[src/spoc_regs.svh]
`ifndef SPOC_REGS_SVH
`define SPOC_REGS_SVH

// ----------------------------------------------------------------
// register offsets (byte addresses on the plain port)
// ----------------------------------------------------------------
`define SPOC_OFF_DRIVE   8'h00
`define SPOC_OFF_ARM     8'h04
`define SPOC_OFF_POS1    8'h08
`define SPOC_OFF_POS2    8'h0c
`define SPOC_OFF_CTRL    8'h10
`define SPOC_OFF_STAT    8'h14
`define SPOC_OFF_STEP    8'h18

// ----------------------------------------------------------------
// field positions
// ----------------------------------------------------------------
`define SPOC_PAT_LSB     0
`define SPOC_MSK_LSB     8
`define SPOC_MSKGIV_BIT  16
`define SPOC_REL_BIT     17
`define SPOC_DIR1_LSB    18
`define SPOC_HAS2_BIT    20
`define SPOC_DIR2_LSB    21
`define SPOC_RPT_BIT     23
`define SPOC_PERM_BIT    24
`define SPOC_REUSE_BIT   25
`define SPOC_HALT_BIT    0
`define SPOC_REINIT_BIT  1
`define SPOC_CLEAR_BIT   2
`define SPOC_ST_STAGE_LSB 8
`define SPOC_ST_PERM_BIT 10

// ----------------------------------------------------------------
// reset and default values
// ----------------------------------------------------------------
`define SPOC_OUT_IDLE    8'hff
`define SPOC_MASK_ALL    8'hff
`define SPOC_CNT_RST     32'h0000_0000
`define SPOC_CNT_ONE     32'h0000_0001

`endif

[src/spoc_pkg.sv]
package spoc_pkg;

	// direction condition of a match point
	typedef enum logic [1:0]
	{
		SPOC_DIR_ANY   = 2'b00,
		SPOC_DIR_PLUS  = 2'b01,
		SPOC_DIR_MINUS = 2'b10
	} spoc_dir_type;

	// deferred function stage, gray along idle -> first -> second
	typedef enum logic [1:0]
	{
		SPOC_IDLE  = 2'b00,
		SPOC_WAIT1 = 2'b01,
		SPOC_WAIT2 = 2'b11
	} spoc_stage_type;

	typedef struct packed
	{
		logic [7:0]   pattern;
		logic [7:0]   mask;
		logic         rel;
		spoc_dir_type dir1;
		logic         has2;
		spoc_dir_type dir2;
		logic         rpt;
		logic         perm;
		logic [31:0]  pos1;
		logic [31:0]  pos2;
	} spoc_cfg_type;

	typedef struct packed
	{
		logic [7:0]     outp;
		logic [31:0]    cnt;
		spoc_stage_type stage;
		logic [31:0]    tgt;
		spoc_cfg_type   cur;
		spoc_cfg_type   last;
		logic [31:0]    pos1;
		logic [31:0]    pos2;
		logic [31:0]    rdata;
		logic           reload;
	} spoc_state_type;

	typedef struct packed
	{
		logic         valid;
		spoc_cfg_type cfg;
	} spoc_keep_type;

endpackage

[src/spoc_cross.sv]
module spoc_cross
(
	input  logic [31:0]           prev_cnt,
	input  logic [31:0]           new_cnt,
	input  logic [31:0]           target,
	input  spoc_pkg::spoc_dir_type dir,
	output logic                  hit
);
	import spoc_pkg::*;

	// arrival only counts on a change of the counter, judged from the transition alone
	always_comb
	begin
		hit = 1'b0;
		if ((new_cnt == target) && (prev_cnt != target))
		begin
			unique case (dir)
				SPOC_DIR_PLUS:  hit = $signed(prev_cnt) < $signed(target);
				SPOC_DIR_MINUS: hit = $signed(prev_cnt) > $signed(target);
				SPOC_DIR_ANY:   hit = 1'b1;
				default:        hit = 1'b1; // unused code treated as either direction
			endcase
		end
	end
endmodule

[src/spoc_output_ctrl.sv]
// What this block does
// - eight outputs held as one byte
// - immediate and phase drives act at once
// - mask one takes pattern, zero keeps
// - missing mask means all ones
// - deferred pattern applies only at target
// - absolute kind uses position as target
// - relative kind adds counter at arm
// - plus from below, minus from above
// - second point drives complement, ends pulse
// - relative second target offsets first match
// - direction judged from counter transition only
// - empty arm repeats last arm parameters
// - repeat mode rearms until halt
// - repeat relative adds to current counter
// - reset clears arm unless permanent
// - permanent reloads; non-permanent arm cancels
// - earlier immediate change is deferred base
// - later immediate change starts from result
// - reset forces outputs ff, counter zero
`include "spoc_regs.svh"

module spoc_output_ctrl
(
	input  logic        clk,
	input  logic        nrst,
	input  logic        nrst_keep,
	input  logic [7:0]  addr,
	input  logic [31:0] wdata,
	input  logic        wr_stb,
	input  logic        rd_stb,
	output logic [31:0] rdata,
	input  logic        phase_drive_stb,
	input  logic [7:0]  phase_pattern,
	input  logic [7:0]  phase_mask,
	input  logic        phase_mask_given,
	input  logic        step_up,
	input  logic        step_dn,
	output logic [7:0]  logic_out,
	output logic [31:0] step_total
);
	import spoc_pkg::*;

	// ----------------------------------------------------------------
	// state
	// ----------------------------------------------------------------
	spoc_state_type s_reg;
	spoc_state_type s_next;
	spoc_keep_type  k_reg;
	spoc_keep_type  k_next;
	logic [31:0]    cnt_next;
	logic           hit;
	logic           fire;
	spoc_dir_type   dir_sel;
	logic           wr_drive;
	logic           wr_arm;
	logic           wr_ctrl;
	logic           do_halt;
	logic           do_reinit;
	logic           do_clear;
	spoc_cfg_type   arm_cfg;

	// masked merge of a new pattern into the old byte
	function automatic logic [7:0] merge(input logic [7:0] old, input logic [7:0] pat, input logic [7:0] msk);
		merge = (pat & msk) | (old & ~msk);
	endfunction

	// first target for a configuration, base is the counter at load time
	function automatic logic [31:0] first_tgt(input spoc_cfg_type cfg, input logic [31:0] base);
		first_tgt = cfg.rel ? (cfg.pos1 + base) : cfg.pos1;
	endfunction

	// ----------------------------------------------------------------
	// command decode
	// ----------------------------------------------------------------
	assign wr_drive  = wr_stb && (addr == `SPOC_OFF_DRIVE);
	assign wr_arm    = wr_stb && (addr == `SPOC_OFF_ARM);
	assign wr_ctrl   = wr_stb && (addr == `SPOC_OFF_CTRL);
	assign do_halt   = wr_ctrl && wdata[`SPOC_HALT_BIT];
	assign do_reinit = wr_ctrl && wdata[`SPOC_REINIT_BIT];
	assign do_clear  = wr_ctrl && wdata[`SPOC_CLEAR_BIT];

	// arm parameters: an empty arm reuses the last executed set
	always_comb
	begin
		arm_cfg         = s_reg.last;
		if (!wdata[`SPOC_REUSE_BIT])
		begin
			arm_cfg.pattern = wdata[`SPOC_PAT_LSB +: 8];
			arm_cfg.mask    = wdata[`SPOC_MSKGIV_BIT] ? wdata[`SPOC_MSK_LSB +: 8] : `SPOC_MASK_ALL;
			arm_cfg.rel     = wdata[`SPOC_REL_BIT];
			arm_cfg.dir1    = spoc_dir_type'(wdata[`SPOC_DIR1_LSB +: 2]);
			arm_cfg.has2    = wdata[`SPOC_HAS2_BIT];
			arm_cfg.dir2    = spoc_dir_type'(wdata[`SPOC_DIR2_LSB +: 2]);
			arm_cfg.rpt     = wdata[`SPOC_RPT_BIT];
			arm_cfg.perm    = wdata[`SPOC_PERM_BIT];
			arm_cfg.pos1    = s_reg.pos1;
			arm_cfg.pos2    = s_reg.pos2;
		end
	end

	// ----------------------------------------------------------------
	// step counter and match detection
	// ----------------------------------------------------------------
	// next counter value; simultaneous up and down cancel
	always_comb
	begin
		if (do_reinit || do_clear)
			cnt_next = `SPOC_CNT_RST;
		else if (step_up && !step_dn)
			cnt_next = s_reg.cnt + `SPOC_CNT_ONE;
		else if (step_dn && !step_up)
			cnt_next = s_reg.cnt - `SPOC_CNT_ONE;
		else
			cnt_next = s_reg.cnt;
	end

	assign dir_sel = (s_reg.stage == SPOC_WAIT2) ? s_reg.cur.dir2 : s_reg.cur.dir1;

	// old and new counter seen together, so a crossing is caught on the update itself
	spoc_cross u_cross
	(
		.prev_cnt (s_reg.cnt),
		.new_cnt  (cnt_next),
		.target   (s_reg.tgt),
		.dir      (dir_sel),
		.hit      (hit)
	);

	assign fire = hit && (s_reg.stage != SPOC_IDLE);

	// ----------------------------------------------------------------
	// next state
	// ----------------------------------------------------------------
	always_comb
	begin
		s_next        = s_reg;
		s_next.rdata  = 32'h0000_0000;
		s_next.reload = 1'b0;
		s_next.cnt    = cnt_next;

		// staging of match positions
		if (wr_stb && (addr == `SPOC_OFF_POS1))
			s_next.pos1 = wdata;
		if (wr_stb && (addr == `SPOC_OFF_POS2))
			s_next.pos2 = wdata;

		// immediate changes first, so the deferred update builds on them
		if (wr_drive)
			s_next.outp = merge(s_next.outp, wdata[`SPOC_PAT_LSB +: 8],
				wdata[`SPOC_MSKGIV_BIT] ? wdata[`SPOC_MSK_LSB +: 8] : `SPOC_MASK_ALL);
		if (phase_drive_stb)
			s_next.outp = merge(s_next.outp, phase_pattern,
				phase_mask_given ? phase_mask : `SPOC_MASK_ALL);

		// deferred match handling
		if (fire)
		begin
			unique case (s_reg.stage)
				SPOC_WAIT1:
				begin
					s_next.outp = merge(s_next.outp, s_reg.cur.pattern, s_reg.cur.mask);
					if (s_reg.cur.has2)
					begin
						s_next.stage = SPOC_WAIT2;
						s_next.tgt   = s_reg.cur.rel ? (s_reg.cur.pos2 + cnt_next) : s_reg.cur.pos2;
					end
					else if (s_reg.cur.rpt)
						s_next.tgt   = first_tgt(s_reg.cur, cnt_next);
					else
						s_next.stage = SPOC_IDLE;
				end
				SPOC_WAIT2:
				begin
					s_next.outp = merge(s_next.outp, ~s_reg.cur.pattern, s_reg.cur.mask);
					if (s_reg.cur.rpt)
					begin
						s_next.stage = SPOC_WAIT1;
						s_next.tgt   = first_tgt(s_reg.cur, cnt_next);
					end
					else
						s_next.stage = SPOC_IDLE;
				end
				default:
					s_next.stage = SPOC_IDLE;
			endcase
		end

		// an arm overrides the stage and target of a match in the same cycle; the match still drives its outputs
		if (wr_arm)
		begin
			s_next.cur   = arm_cfg;
			s_next.last  = arm_cfg;
			s_next.stage = SPOC_WAIT1;
			s_next.tgt   = first_tgt(arm_cfg, s_reg.cnt);
		end

		if (do_halt)
			s_next.stage = SPOC_IDLE;

		// soft reinit behaves as a reset; only a permanent function survives
		if (do_reinit || s_reg.reload)
		begin
			s_next.stage = SPOC_IDLE;
			if (do_reinit)
				s_next.outp = `SPOC_OUT_IDLE;
			if (k_reg.valid)
			begin
				s_next.cur   = k_reg.cfg;
				s_next.last  = k_reg.cfg;
				s_next.stage = SPOC_WAIT1;
				s_next.tgt   = first_tgt(k_reg.cfg, cnt_next);
			end
		end

		// register read, data valid in the next cycle only
		if (rd_stb)
		begin
			unique case (addr)
				`SPOC_OFF_DRIVE: s_next.rdata = {24'h00_0000, s_reg.outp};
				`SPOC_OFF_POS1:  s_next.rdata = s_reg.pos1;
				`SPOC_OFF_POS2:  s_next.rdata = s_reg.pos2;
				`SPOC_OFF_STAT:  s_next.rdata = {21'h00_0000, k_reg.valid, s_reg.stage, s_reg.outp};
				`SPOC_OFF_STEP:  s_next.rdata = s_reg.cnt;
				default:         s_next.rdata = 32'h0000_0000;
			endcase
		end
	end

	// retained store: only a non-permanent arm clears it
	always_comb
	begin
		k_next = k_reg;
		if (wr_arm)
		begin
			k_next.valid = arm_cfg.perm;
			k_next.cfg   = arm_cfg;
		end
	end

	// ----------------------------------------------------------------
	// registers
	// ----------------------------------------------------------------
	// module state; reload is set so a permanent function returns after release
	always_ff @(posedge clk or negedge nrst)
	begin
		if (!nrst)
		begin
			s_reg        <= '0;
			s_reg.outp   <= `SPOC_OUT_IDLE;
			s_reg.cnt    <= `SPOC_CNT_RST;
			s_reg.stage  <= SPOC_IDLE;
			s_reg.reload <= 1'b1;
		end
		else
			s_reg <= s_next;
	end

	// retained store stands on its own reset so the module reset leaves it alone
	always_ff @(posedge clk or negedge nrst_keep)
	begin
		if (!nrst_keep)
			k_reg <= '0;
		else
			k_reg <= k_next;
	end

	assign logic_out  = s_reg.outp;
	assign step_total = s_reg.cnt;
	assign rdata      = s_reg.rdata;

	// ----------------------------------------------------------------
	// checks
	// ----------------------------------------------------------------
	logic calm;
	assign calm = !wr_drive && !phase_drive_stb && !do_reinit && !fire;
endmodule

[config.mk]
export PLATFORM = sky130hd
export DESIGN_NAME = spoc_output_ctrl
export DESIGN_NICKNAME = d
export VERILOG_FILES = /design/src/spoc_pkg.sv /design/src/spoc_cross.sv /design/src/spoc_output_ctrl.sv
export VERILOG_INCLUDE_DIRS = /design/src
export SDC_FILE = /design/constraint.sdc
export NUM_CORES = 1
export LEC_CHECK = 0
export BUFFER_PORTS_ARGS = -buffer_cell sky130_fd_sc_hd__buf_2
export CORE_ASPECT_RATIO = 1.4
export CORE_MARGIN = 2
export CORE_UTILIZATION = 65
export CTS_CLUSTER_SIZE = 16
export DETAILED_ROUTE_END_ITERATION = 8
export PLACE_DENSITY = 0.9
export SYNTH_ARGS = -nofsm -noshare
export SYNTH_HDL_FRONTEND = slang
export SYNTH_SLANG_ARGS = --single-unit
[constraint.sdc]
create_clock -name clk -period 8.9 [get_ports clk]
set_clock_uncertainty 0.1 [all_clocks]
set_input_delay 1.78 -clock clk [delete_from_list [all_inputs] [get_ports clk]]
set_output_delay 1.78 -clock clk [all_outputs]
set_load 0.02 [all_outputs]
==> impl_results.md, run 1 <==
- Run status: complete, no violations
- Normalized max-slew margin: about 17%
- Prevailing post-synth register cell: sky130_fd_sc_hd__dfrtp_1
- Gr ovfl total: 0
- Max-Cap Viols: 0
- Post-Synthesis Cells: 3,326
- CTS sink count: 434
- Count of endpoints failing hold in the final timing report: 0
- Horiz. Die Dim: around 180 um
- Placeable core area: 0.0448 mm^2
- Via count of the first global-routing pass: 26,800
- Kind of critical path: input pin to register
- H-Tree Depth: 2
- Clock transition at path regs: ~0.06 ns
- DRC violations left: 0
- Maximum fanout along the worst path: 35
- Source-to-sink clock delay at the later pin of the worst-skew pair: 0.59 ns
- HPWL after DPL: approximately 68 mm
- Detailed Routing Iterations Pass 1: 7
- Vias after detailed routing: ~27,000
- Final #Nets: 3,517
- Transition time at the pin with the least slew margin: 1.24 ns
- Number of buffers added by the clock tree synthesis step: 41
- Height of the chip: around 260 um
- Synth unique cells: 86
- Sequential share of the synthesized area: between 30% and 40%
- Highest achievable clock rate: ~140 MHz
- Synthesized netlist net count: between 3,000 and 4,000
- CP delay by family, top: simple AND/OR/NAND/NOR gates
- Final period util: 82.9%
- N_diodes: 0
- Number of enable flip-flop cells after synthesis: 0
- Resized Gates After CTS: 0
- Path class of the lowest-slack min-delay path: register to register
- Critical path, cell by cell: buf_2 > nor4b_1 > and4_1 > buf_4 > nor2_1 > ha_1 > nor2b_1 > a311oi_1 > or4b_2 > a22oi_1 > o21ai_0 > o21ai_0 > a31oi_1 > o21bai_1 > mux2i_1 > a21oi_1 > or3_1 > a22oi_1
- Setup slack after layout: 1.53 ns
- Hold-fix buffers, CTS: 0
- Yosys warning total: 0
- Pin count of the biggest net entering global routing: 192
- Antenna-violating nets left: 0
- Avg Cell Area, Syn: 8.82 um^2
- Peak supply drop: roughly 0.21 mV
- GRT Util Overall: 41.0%
- Data arrival time of the critical path: 7.76 ns
- Post-synth design cell area: 0.0293 mm^2
- Initial antenna violation count: 3
- Final-report setup violation count: 0
- Clock Root Buffer: sky130_fd_sc_hd__clkbuf_16
- Final WL: between 90 and 100 mm
- RSZ-0062 raised after global routing: no
- Avg WL per Cell: 24.9 um
- Core Rows: 92
- Die area: 0.0468 mm^2
- Wire length of the first global-routing pass: roughly 150 mm
- Register bit count reported by yosys: ~430
- Share of layout cells above drive strength 1: 11.1%
- Critical path's slowest cell: sky130_fd_sc_hd__nor4b_1
- Initial Util: 65.5%
- Number of I/O pins: 137
- Maximum cell stage delay along the critical path: approximately 0.95 ns
- Gpl congestion: around 1.0
- Setup Slack @ Placement: 1.18 ns
- FFs w/ async S/R, synth: between 90% and 100%
- Leakage Power: 15.0 nW
- Crit end category: register
- Buffer and inverter count on the worst path: 2
- Clock tree from TritonCTS: done
- Total negative setup slack: 0 ns
- Post-detailed-route via-to-cell ratio: 7.01
- Post CTS Setup Buffer Count: 0
- Number of DRC violations after detailed-routing iteration 0: 3,612
- I/O Buffers: 136
- Final number of max-transition violations: 0
- Largest register FFs: approximately 270
- Power per unit of standard cell area: 238 mW/mm^2
- Post-synthesis to final-layout area growth: 6.80%
- Crit start category: input pin
- Time the worst path needs with I/O delays and setup: around 7.4 ns
- Longest Clk Path Bufs: 3
- Required time of the critical path: roughly 9.3 ns
==> cell usage in the layout (no fill, tap or decap), types with 98 or more instances in the layout <==
cell type | synthesis | routed
sky130_fd_sc_hd__xnor2_1 | 101 | 101
sky130_fd_sc_hd__o21a_1 | 105 | 104
sky130_fd_sc_hd__nor2_1 | 291 | 290
sky130_fd_sc_hd__inv_1 | 98 | 98
sky130_fd_sc_hd__nand2_1 | 339 | 339
sky130_fd_sc_hd__mux2i_1 | 167 | 166
sky130_fd_sc_hd__buf_2 | 7 | 133
sky130_fd_sc_hd__o21ai_0 | 347 | 346
sky130_fd_sc_hd__a21oi_1 | 199 | 199
sky130_fd_sc_hd__dfrtp_1 | 425 | 424
sky130_fd_sc_hd__ha_1 | 157 | 157
==> final timing paths <==
path                                from          to  slack, ns  depth (start not counted)
setup / recovery                 addr[1]  s_reg[302]       1.53                         18
min in group asynchronous           nrst  s_reg[271]       1.07                          1
hold / removal                 k_reg[79]   k_reg[79]       0.38                          1
max in group asynchronous           nrst   rdata[24]       6.30                          2
hold reg to reg                k_reg[79]   k_reg[79]       0.38                          1
setup reg to reg           step_total[4]  s_reg[304]       2.35                         18
==> Yosys cell counts (37+ instances only) <==
master | instances | area [um^2]
sky130_fd_sc_hd__a21o_1 | 68 | 510
sky130_fd_sc_hd__a21oi_1 | 199 | 996
sky130_fd_sc_hd__and3_1 | 37 | 231
sky130_fd_sc_hd__buf_1 | 42 | 158
sky130_fd_sc_hd__buf_4 | 74 | 556
sky130_fd_sc_hd__clkbuf_1 | 126 | 473
sky130_fd_sc_hd__dfrtp_1 | 425 | 10600
sky130_fd_sc_hd__ha_1 | 157 | 1960
sky130_fd_sc_hd__inv_1 | 98 | 368
sky130_fd_sc_hd__mux2_2 | 83 | 935
sky130_fd_sc_hd__mux2i_1 | 167 | 1670
sky130_fd_sc_hd__nand2_1 | 339 | 1270
sky130_fd_sc_hd__nand3_1 | 50 | 250
sky130_fd_sc_hd__nor2_1 | 291 | 1090
sky130_fd_sc_hd__nor3_1 | 46 | 230
sky130_fd_sc_hd__o21a_1 | 105 | 788
sky130_fd_sc_hd__o21ai_0 | 347 | 1740
sky130_fd_sc_hd__xnor2_1 | 101 | 885
sky130_fd_sc_hd__xor2_1 | 48 | 420
==> metal layers <==
layer  global-route usage (%)  up-vias  part of all wire, %  wire length, um
li1                         -    11900                    -                -
met1                     53.0    12900                   36            35200
met2                     62.9     1922                   45            43200
met3                     9.82      456                   13            12200
met4                     23.4        2                  6.3             6060
met5                        0        -                0.013               13
==> layout make-up <==
class | count | area, um^2
Clock buffer | 53 | 1130
Clock inverter | 20 | 315
Fill cell | 3228 | 13500
Inverter | 100 | 375
Multi-Input combinational cell | 2542 | 16900
Sequential cell | 434 | 10900
Tap cell | 564 | 706
Timing Repair Buffer | 172 | 1010
==> report_power, final <==
| group | internal (mW) | leakage [nW] | switching [mW] |
|---|---|---|---|
| sequential | 2.21 | 5.83 | 0.499 |
| clock | 1.09 | 0.708 | 0.826 |
| combinational | 1.13 | 8.49 | 1.71 |
| total | 4.42 | 15.0 | 3.03 |
==> cell families (layout without fill, tap and decap cells) <==
logic type / count (synthesis) / count (layout) / share of synthesized area, %
DFF: 434 / 434 / 37.1
xor gates and xnor gates: 149 / 149 / 4.45
adders and majority gates: 165 / 165 / 7.11
muxes: 250 / 250 / 8.89
buffers and inverters: 350 / 345 / 5.46
AOI/OAI and AO/OA: 1021 / 1021 / 21.9
other: 1 / 1 / 0.0128
and+or+nand+nor: 956 / 956 / 15.1
==> per-stage QoR <==
step	instance area, um^2	util (%)	total power [mW]	std cells	hold WS (ns)
2_1_floorplan	29300	-	4.63	3326	0.349
3_3_place_gp	29900	66.7	5.37	3812	0.357
3_5_place_dp	29900	66.7	5.43	3812	0.365
4_1_cts	31300	69.9	7.34	3885	0.380
5_1_grt	31300	69.9	7.80	3885	0.402
6_report	31300	69.9	7.46	3885	0.378
Note: power is estimated with default switching activity, not from simulation.
==> inputs of run 2 (changes only) <==
--- a/config.mk
+++ b/config.mk
@@ -9,10 +9,10 @@
 export BUFFER_PORTS_ARGS = -buffer_cell sky130_fd_sc_hd__buf_2
 export CORE_ASPECT_RATIO = 1.4
 export CORE_MARGIN = 2
-export CORE_UTILIZATION = 65
+export CORE_UTILIZATION = 57
 export CTS_CLUSTER_SIZE = 16
 export DETAILED_ROUTE_END_ITERATION = 8
-export PLACE_DENSITY = 0.9
+export PLACE_DENSITY = 0.84
 export SYNTH_ARGS = -nofsm -noshare
 export SYNTH_HDL_FRONTEND = slang
 export SYNTH_SLANG_ARGS = --single-unit
==> constraint.sdc (replaced) <==
create_clock -name clk -period 6.05 [get_ports clk]
set_clock_uncertainty 0.1 [all_clocks]
set_input_delay 1.21 -clock clk [delete_from_list [all_inputs] [get_ports clk]]
set_output_delay 1.21 -clock clk [all_outputs]
set_load 0.02 [all_outputs]
==> impl_results.md, run 2 (same netlist as run 1, synthesis figures left out) <==
- Normalized max-slew margin: 24.3% (+6.8 points)
- Gpl congestion: 1.03 (-2.1%)
- Cell Int Power: 6.93 mW (+57%)
- Placeable core area: 0.0510 mm^2 (+14%)
- Die area: 0.0533 mm^2 (+14%)
- Total Power Consumption: 11.6 mW (+55%)
- Maximum fanout along the worst path: 5 (-86%)
- Leakage Power: 15.9 nW (+5.9%)
- Horiz. Die Dim: 196 um (+6.6%)
- Highest achievable clock rate: 175 MHz
- Setup slack after layout: 0.341 ns (-1.18 ns)
- Kind of critical path: input pin to register
- GRT Util Overall: 37.8% (-3.2 points)
- Combinational Power Share: 42.2% (+4.1 points)
- DRC violations left: 0 (unchanged)
- Share of layout cells above drive strength 1: 15.4% (+4.3 points)
- Largest register FFs: 274 (unchanged)
- Post-detailed-route via-to-cell ratio: 6.64 (-5.3%)
- Net switching fraction of the power: 40.1% (-0.60 points)
- Setup Slack @ Placement: -0.0567 ns (-1.23 ns)
- Clock transition at path regs: 0.07 ns (about the same)
- Number of DRC violations after detailed-routing iteration 0: 3,529 (-2.3%)
- Placed Instances: 4,061 (+6.5%)
- Source-to-sink clock delay at the later pin of the worst-skew pair: 0.58 ns (about the same)
- Transition time at the pin with the least slew margin: 1.13 ns (-0.108 ns)
- Critical path's slowest cell: sky130_fd_sc_hd__nor3b_1
- Final #Nets: 3,681 (+4.7%)
- Crit start category: input pin
- Final WL: 102 mm (+5.3%)
- Number of I/O pins: 137 (unchanged)
- Via count of the first global-routing pass: 26,300 (-1.7%)
- Avg WL per Cell: 24.6 um (-1.2%)
- Clock tree from TritonCTS: done
- Pin count of the biggest net entering global routing: 120 (-38%)
- Post CTS Setup Buffer Count: 0 (unchanged)
- Placed instance area: 0.0313 mm^2 (+4.7%)
- Height of the chip: 272 um (+6.7%)
- Time the worst path needs with I/O delays and setup: around 5.7 ns
- Worst R2R Setup Slack: 0.47 ns (-1.88 ns)
- Design Area, Final: 0.0328 mm^2 (+4.8%)
- Crit end category: register
- Max-Cap Viols: 0 (unchanged)
- H-Tree Depth: 2 (unchanged)
- Detailed Routing Iterations Pass 1: 7 (unchanged)
- Maximum cell stage delay along the critical path: 0.61 ns (-0.34 ns)
- Wire length of the first global-routing pass: 155 mm (+3.8%)
- Reg power frac: 32.6% (-3.7 points)
- Number of buffers added by the clock tree synthesis step: 42 (+2.4%)
- Initial Util: 57.5% (-8.0 points)
- Critical path, cell by cell: buf_2 > nor4b_4 > buf_4 > and4_1 > nor3b_1 > buf_4 > ha_1 > inv_1 > fa_1 > nor2b_1 > o21ai_0 > a21oi_1 > o211ai_1 > a41oi_1 > maj3_1 > nor2_1 > o311ai_0 > buf_4 > a311o_1 > a31oi_1 > xnor2_1 > mux2i_1 > a22oi_1
- Post-synthesis to final-layout area growth: 11.9%
- Power per unit of standard cell area: 353 mW/mm^2 (+48%)
- Data arrival time of the critical path: 6.07 ns (-1.69 ns)
- Total negative setup slack: 0 ns (unchanged)
- Path class of the lowest-slack min-delay path: register to register
- Most used cell along the critical path: sky130_fd_sc_hd__buf_4
- Final period util: 94.4%
- Most frequent cells in the layout: sky130_fd_sc_hd__dfrtp_1 (424), sky130_fd_sc_hd__o21ai_0 (346), sky130_fd_sc_hd__nand2_1 (339)
- HPWL after DPL: 74.9 mm (+11%)
- Hold-fix buffers, CTS: 0 (unchanged)
- Final-report setup violation count: 0 (unchanged)
- Core Rows: 98 (+6.5%)
- Worst slack on hold paths: 0.380 ns (+0.00134 ns)
- Fraction of the core area covered by cells at the end of the flow: 64.3% (-5.6 points)
- Clock Root Buffer: sky130_fd_sc_hd__clkbuf_16
- CTS sink count: 434 (unchanged)
- Vias after detailed routing: 27,500 (+0.86%)
- Sw power: 4.63 mW (+53%)
- Final cell count without fillers: 4,139 (+6.5%)
- Longest Clk Path Bufs: 3 (unchanged)
- Clock network power share: 25.2% (-0.4 points)
- Run status: complete, no violations
- I/O Buffers: 136 (unchanged)
- Initial antenna violation count: 3 (unchanged)
- Gr ovfl total: 0 (unchanged)
- Required time of the critical path: 6.41 ns (-2.88 ns)
- Number of filler instances in the final layout: 4,152 (+29%)
- Count of endpoints failing hold in the final timing report: 0 (unchanged)
- Resized Gates After CTS: 0 (unchanged)
- RSZ-0062 raised after global routing: no
- Peak supply drop: 0.297 mV (+44%)
- Final number of max-transition violations: 0 (unchanged)
- Antenna-violating nets left: 0 (unchanged)
- Leading cell type in the layout, fill and taps excluded: sky130_fd_sc_hd__dfrtp_1
-- run 2: final timing paths --
| kind | start | end | depth (start not counted) |
|---|---|---|---|
| hold reg to reg | k_reg[73] | k_reg[73] | 1 |
| max in group asynchronous | nrst | s_reg[256] | 2 |
| hold / removal | k_reg[73] | k_reg[73] | 1 |
| setup reg to reg | step_total[4] | s_reg[304] | 18 |
| setup / recovery | addr[4] | s_reg[301] | 23 |
| min in group asynchronous | nrst_keep | k_reg[84] | 1 |
-- run 2: worst max-delay path: cells and delay by family --
family          cells  cell delay (ns)
mux                 1             0.09
fa+ha+maj           3             0.84
xor+xnor            1             0.15
buf+inv             5             0.79
compound gates      8             1.73
simple gates        5             1.27
-- run 2: cell type report --
class	instances	area [um^2]	share of cell area [%]
multi-input combinational	2542	16900	51.6
timing repair buffer	335	2280	6.95
antenna	1	2.50	0.00763
inverter	100	375	1.14
sequential	434	10900	33.1
clock buffer	60	1250	3.81
tap	650	813	2.48
clock inverter	17	269	0.820
-- run 2: power groups by stage --
stage	combinational [mW]	clock, mW	sequential (mW)
CTS	4.77	2.93	3.74
floorplan	3.26	0	3.55
finish	4.88	2.91	3.77
global placement	4.67	0	3.78
detailed placement	4.74	0	3.78
global route	5.27	3.04	3.79
-- run 2: metal layers --
metal / GRT usage [%] / up-vias / share of wire, %
met5: 0 / - / 0.013
met4: 18.5 / 2 / 5.3
met3: 7.27 / 331 / 11
met2: 59.8 / 1575 / 45
met1: 49.9 / 13300 / 39
li1: - / 12200 / -
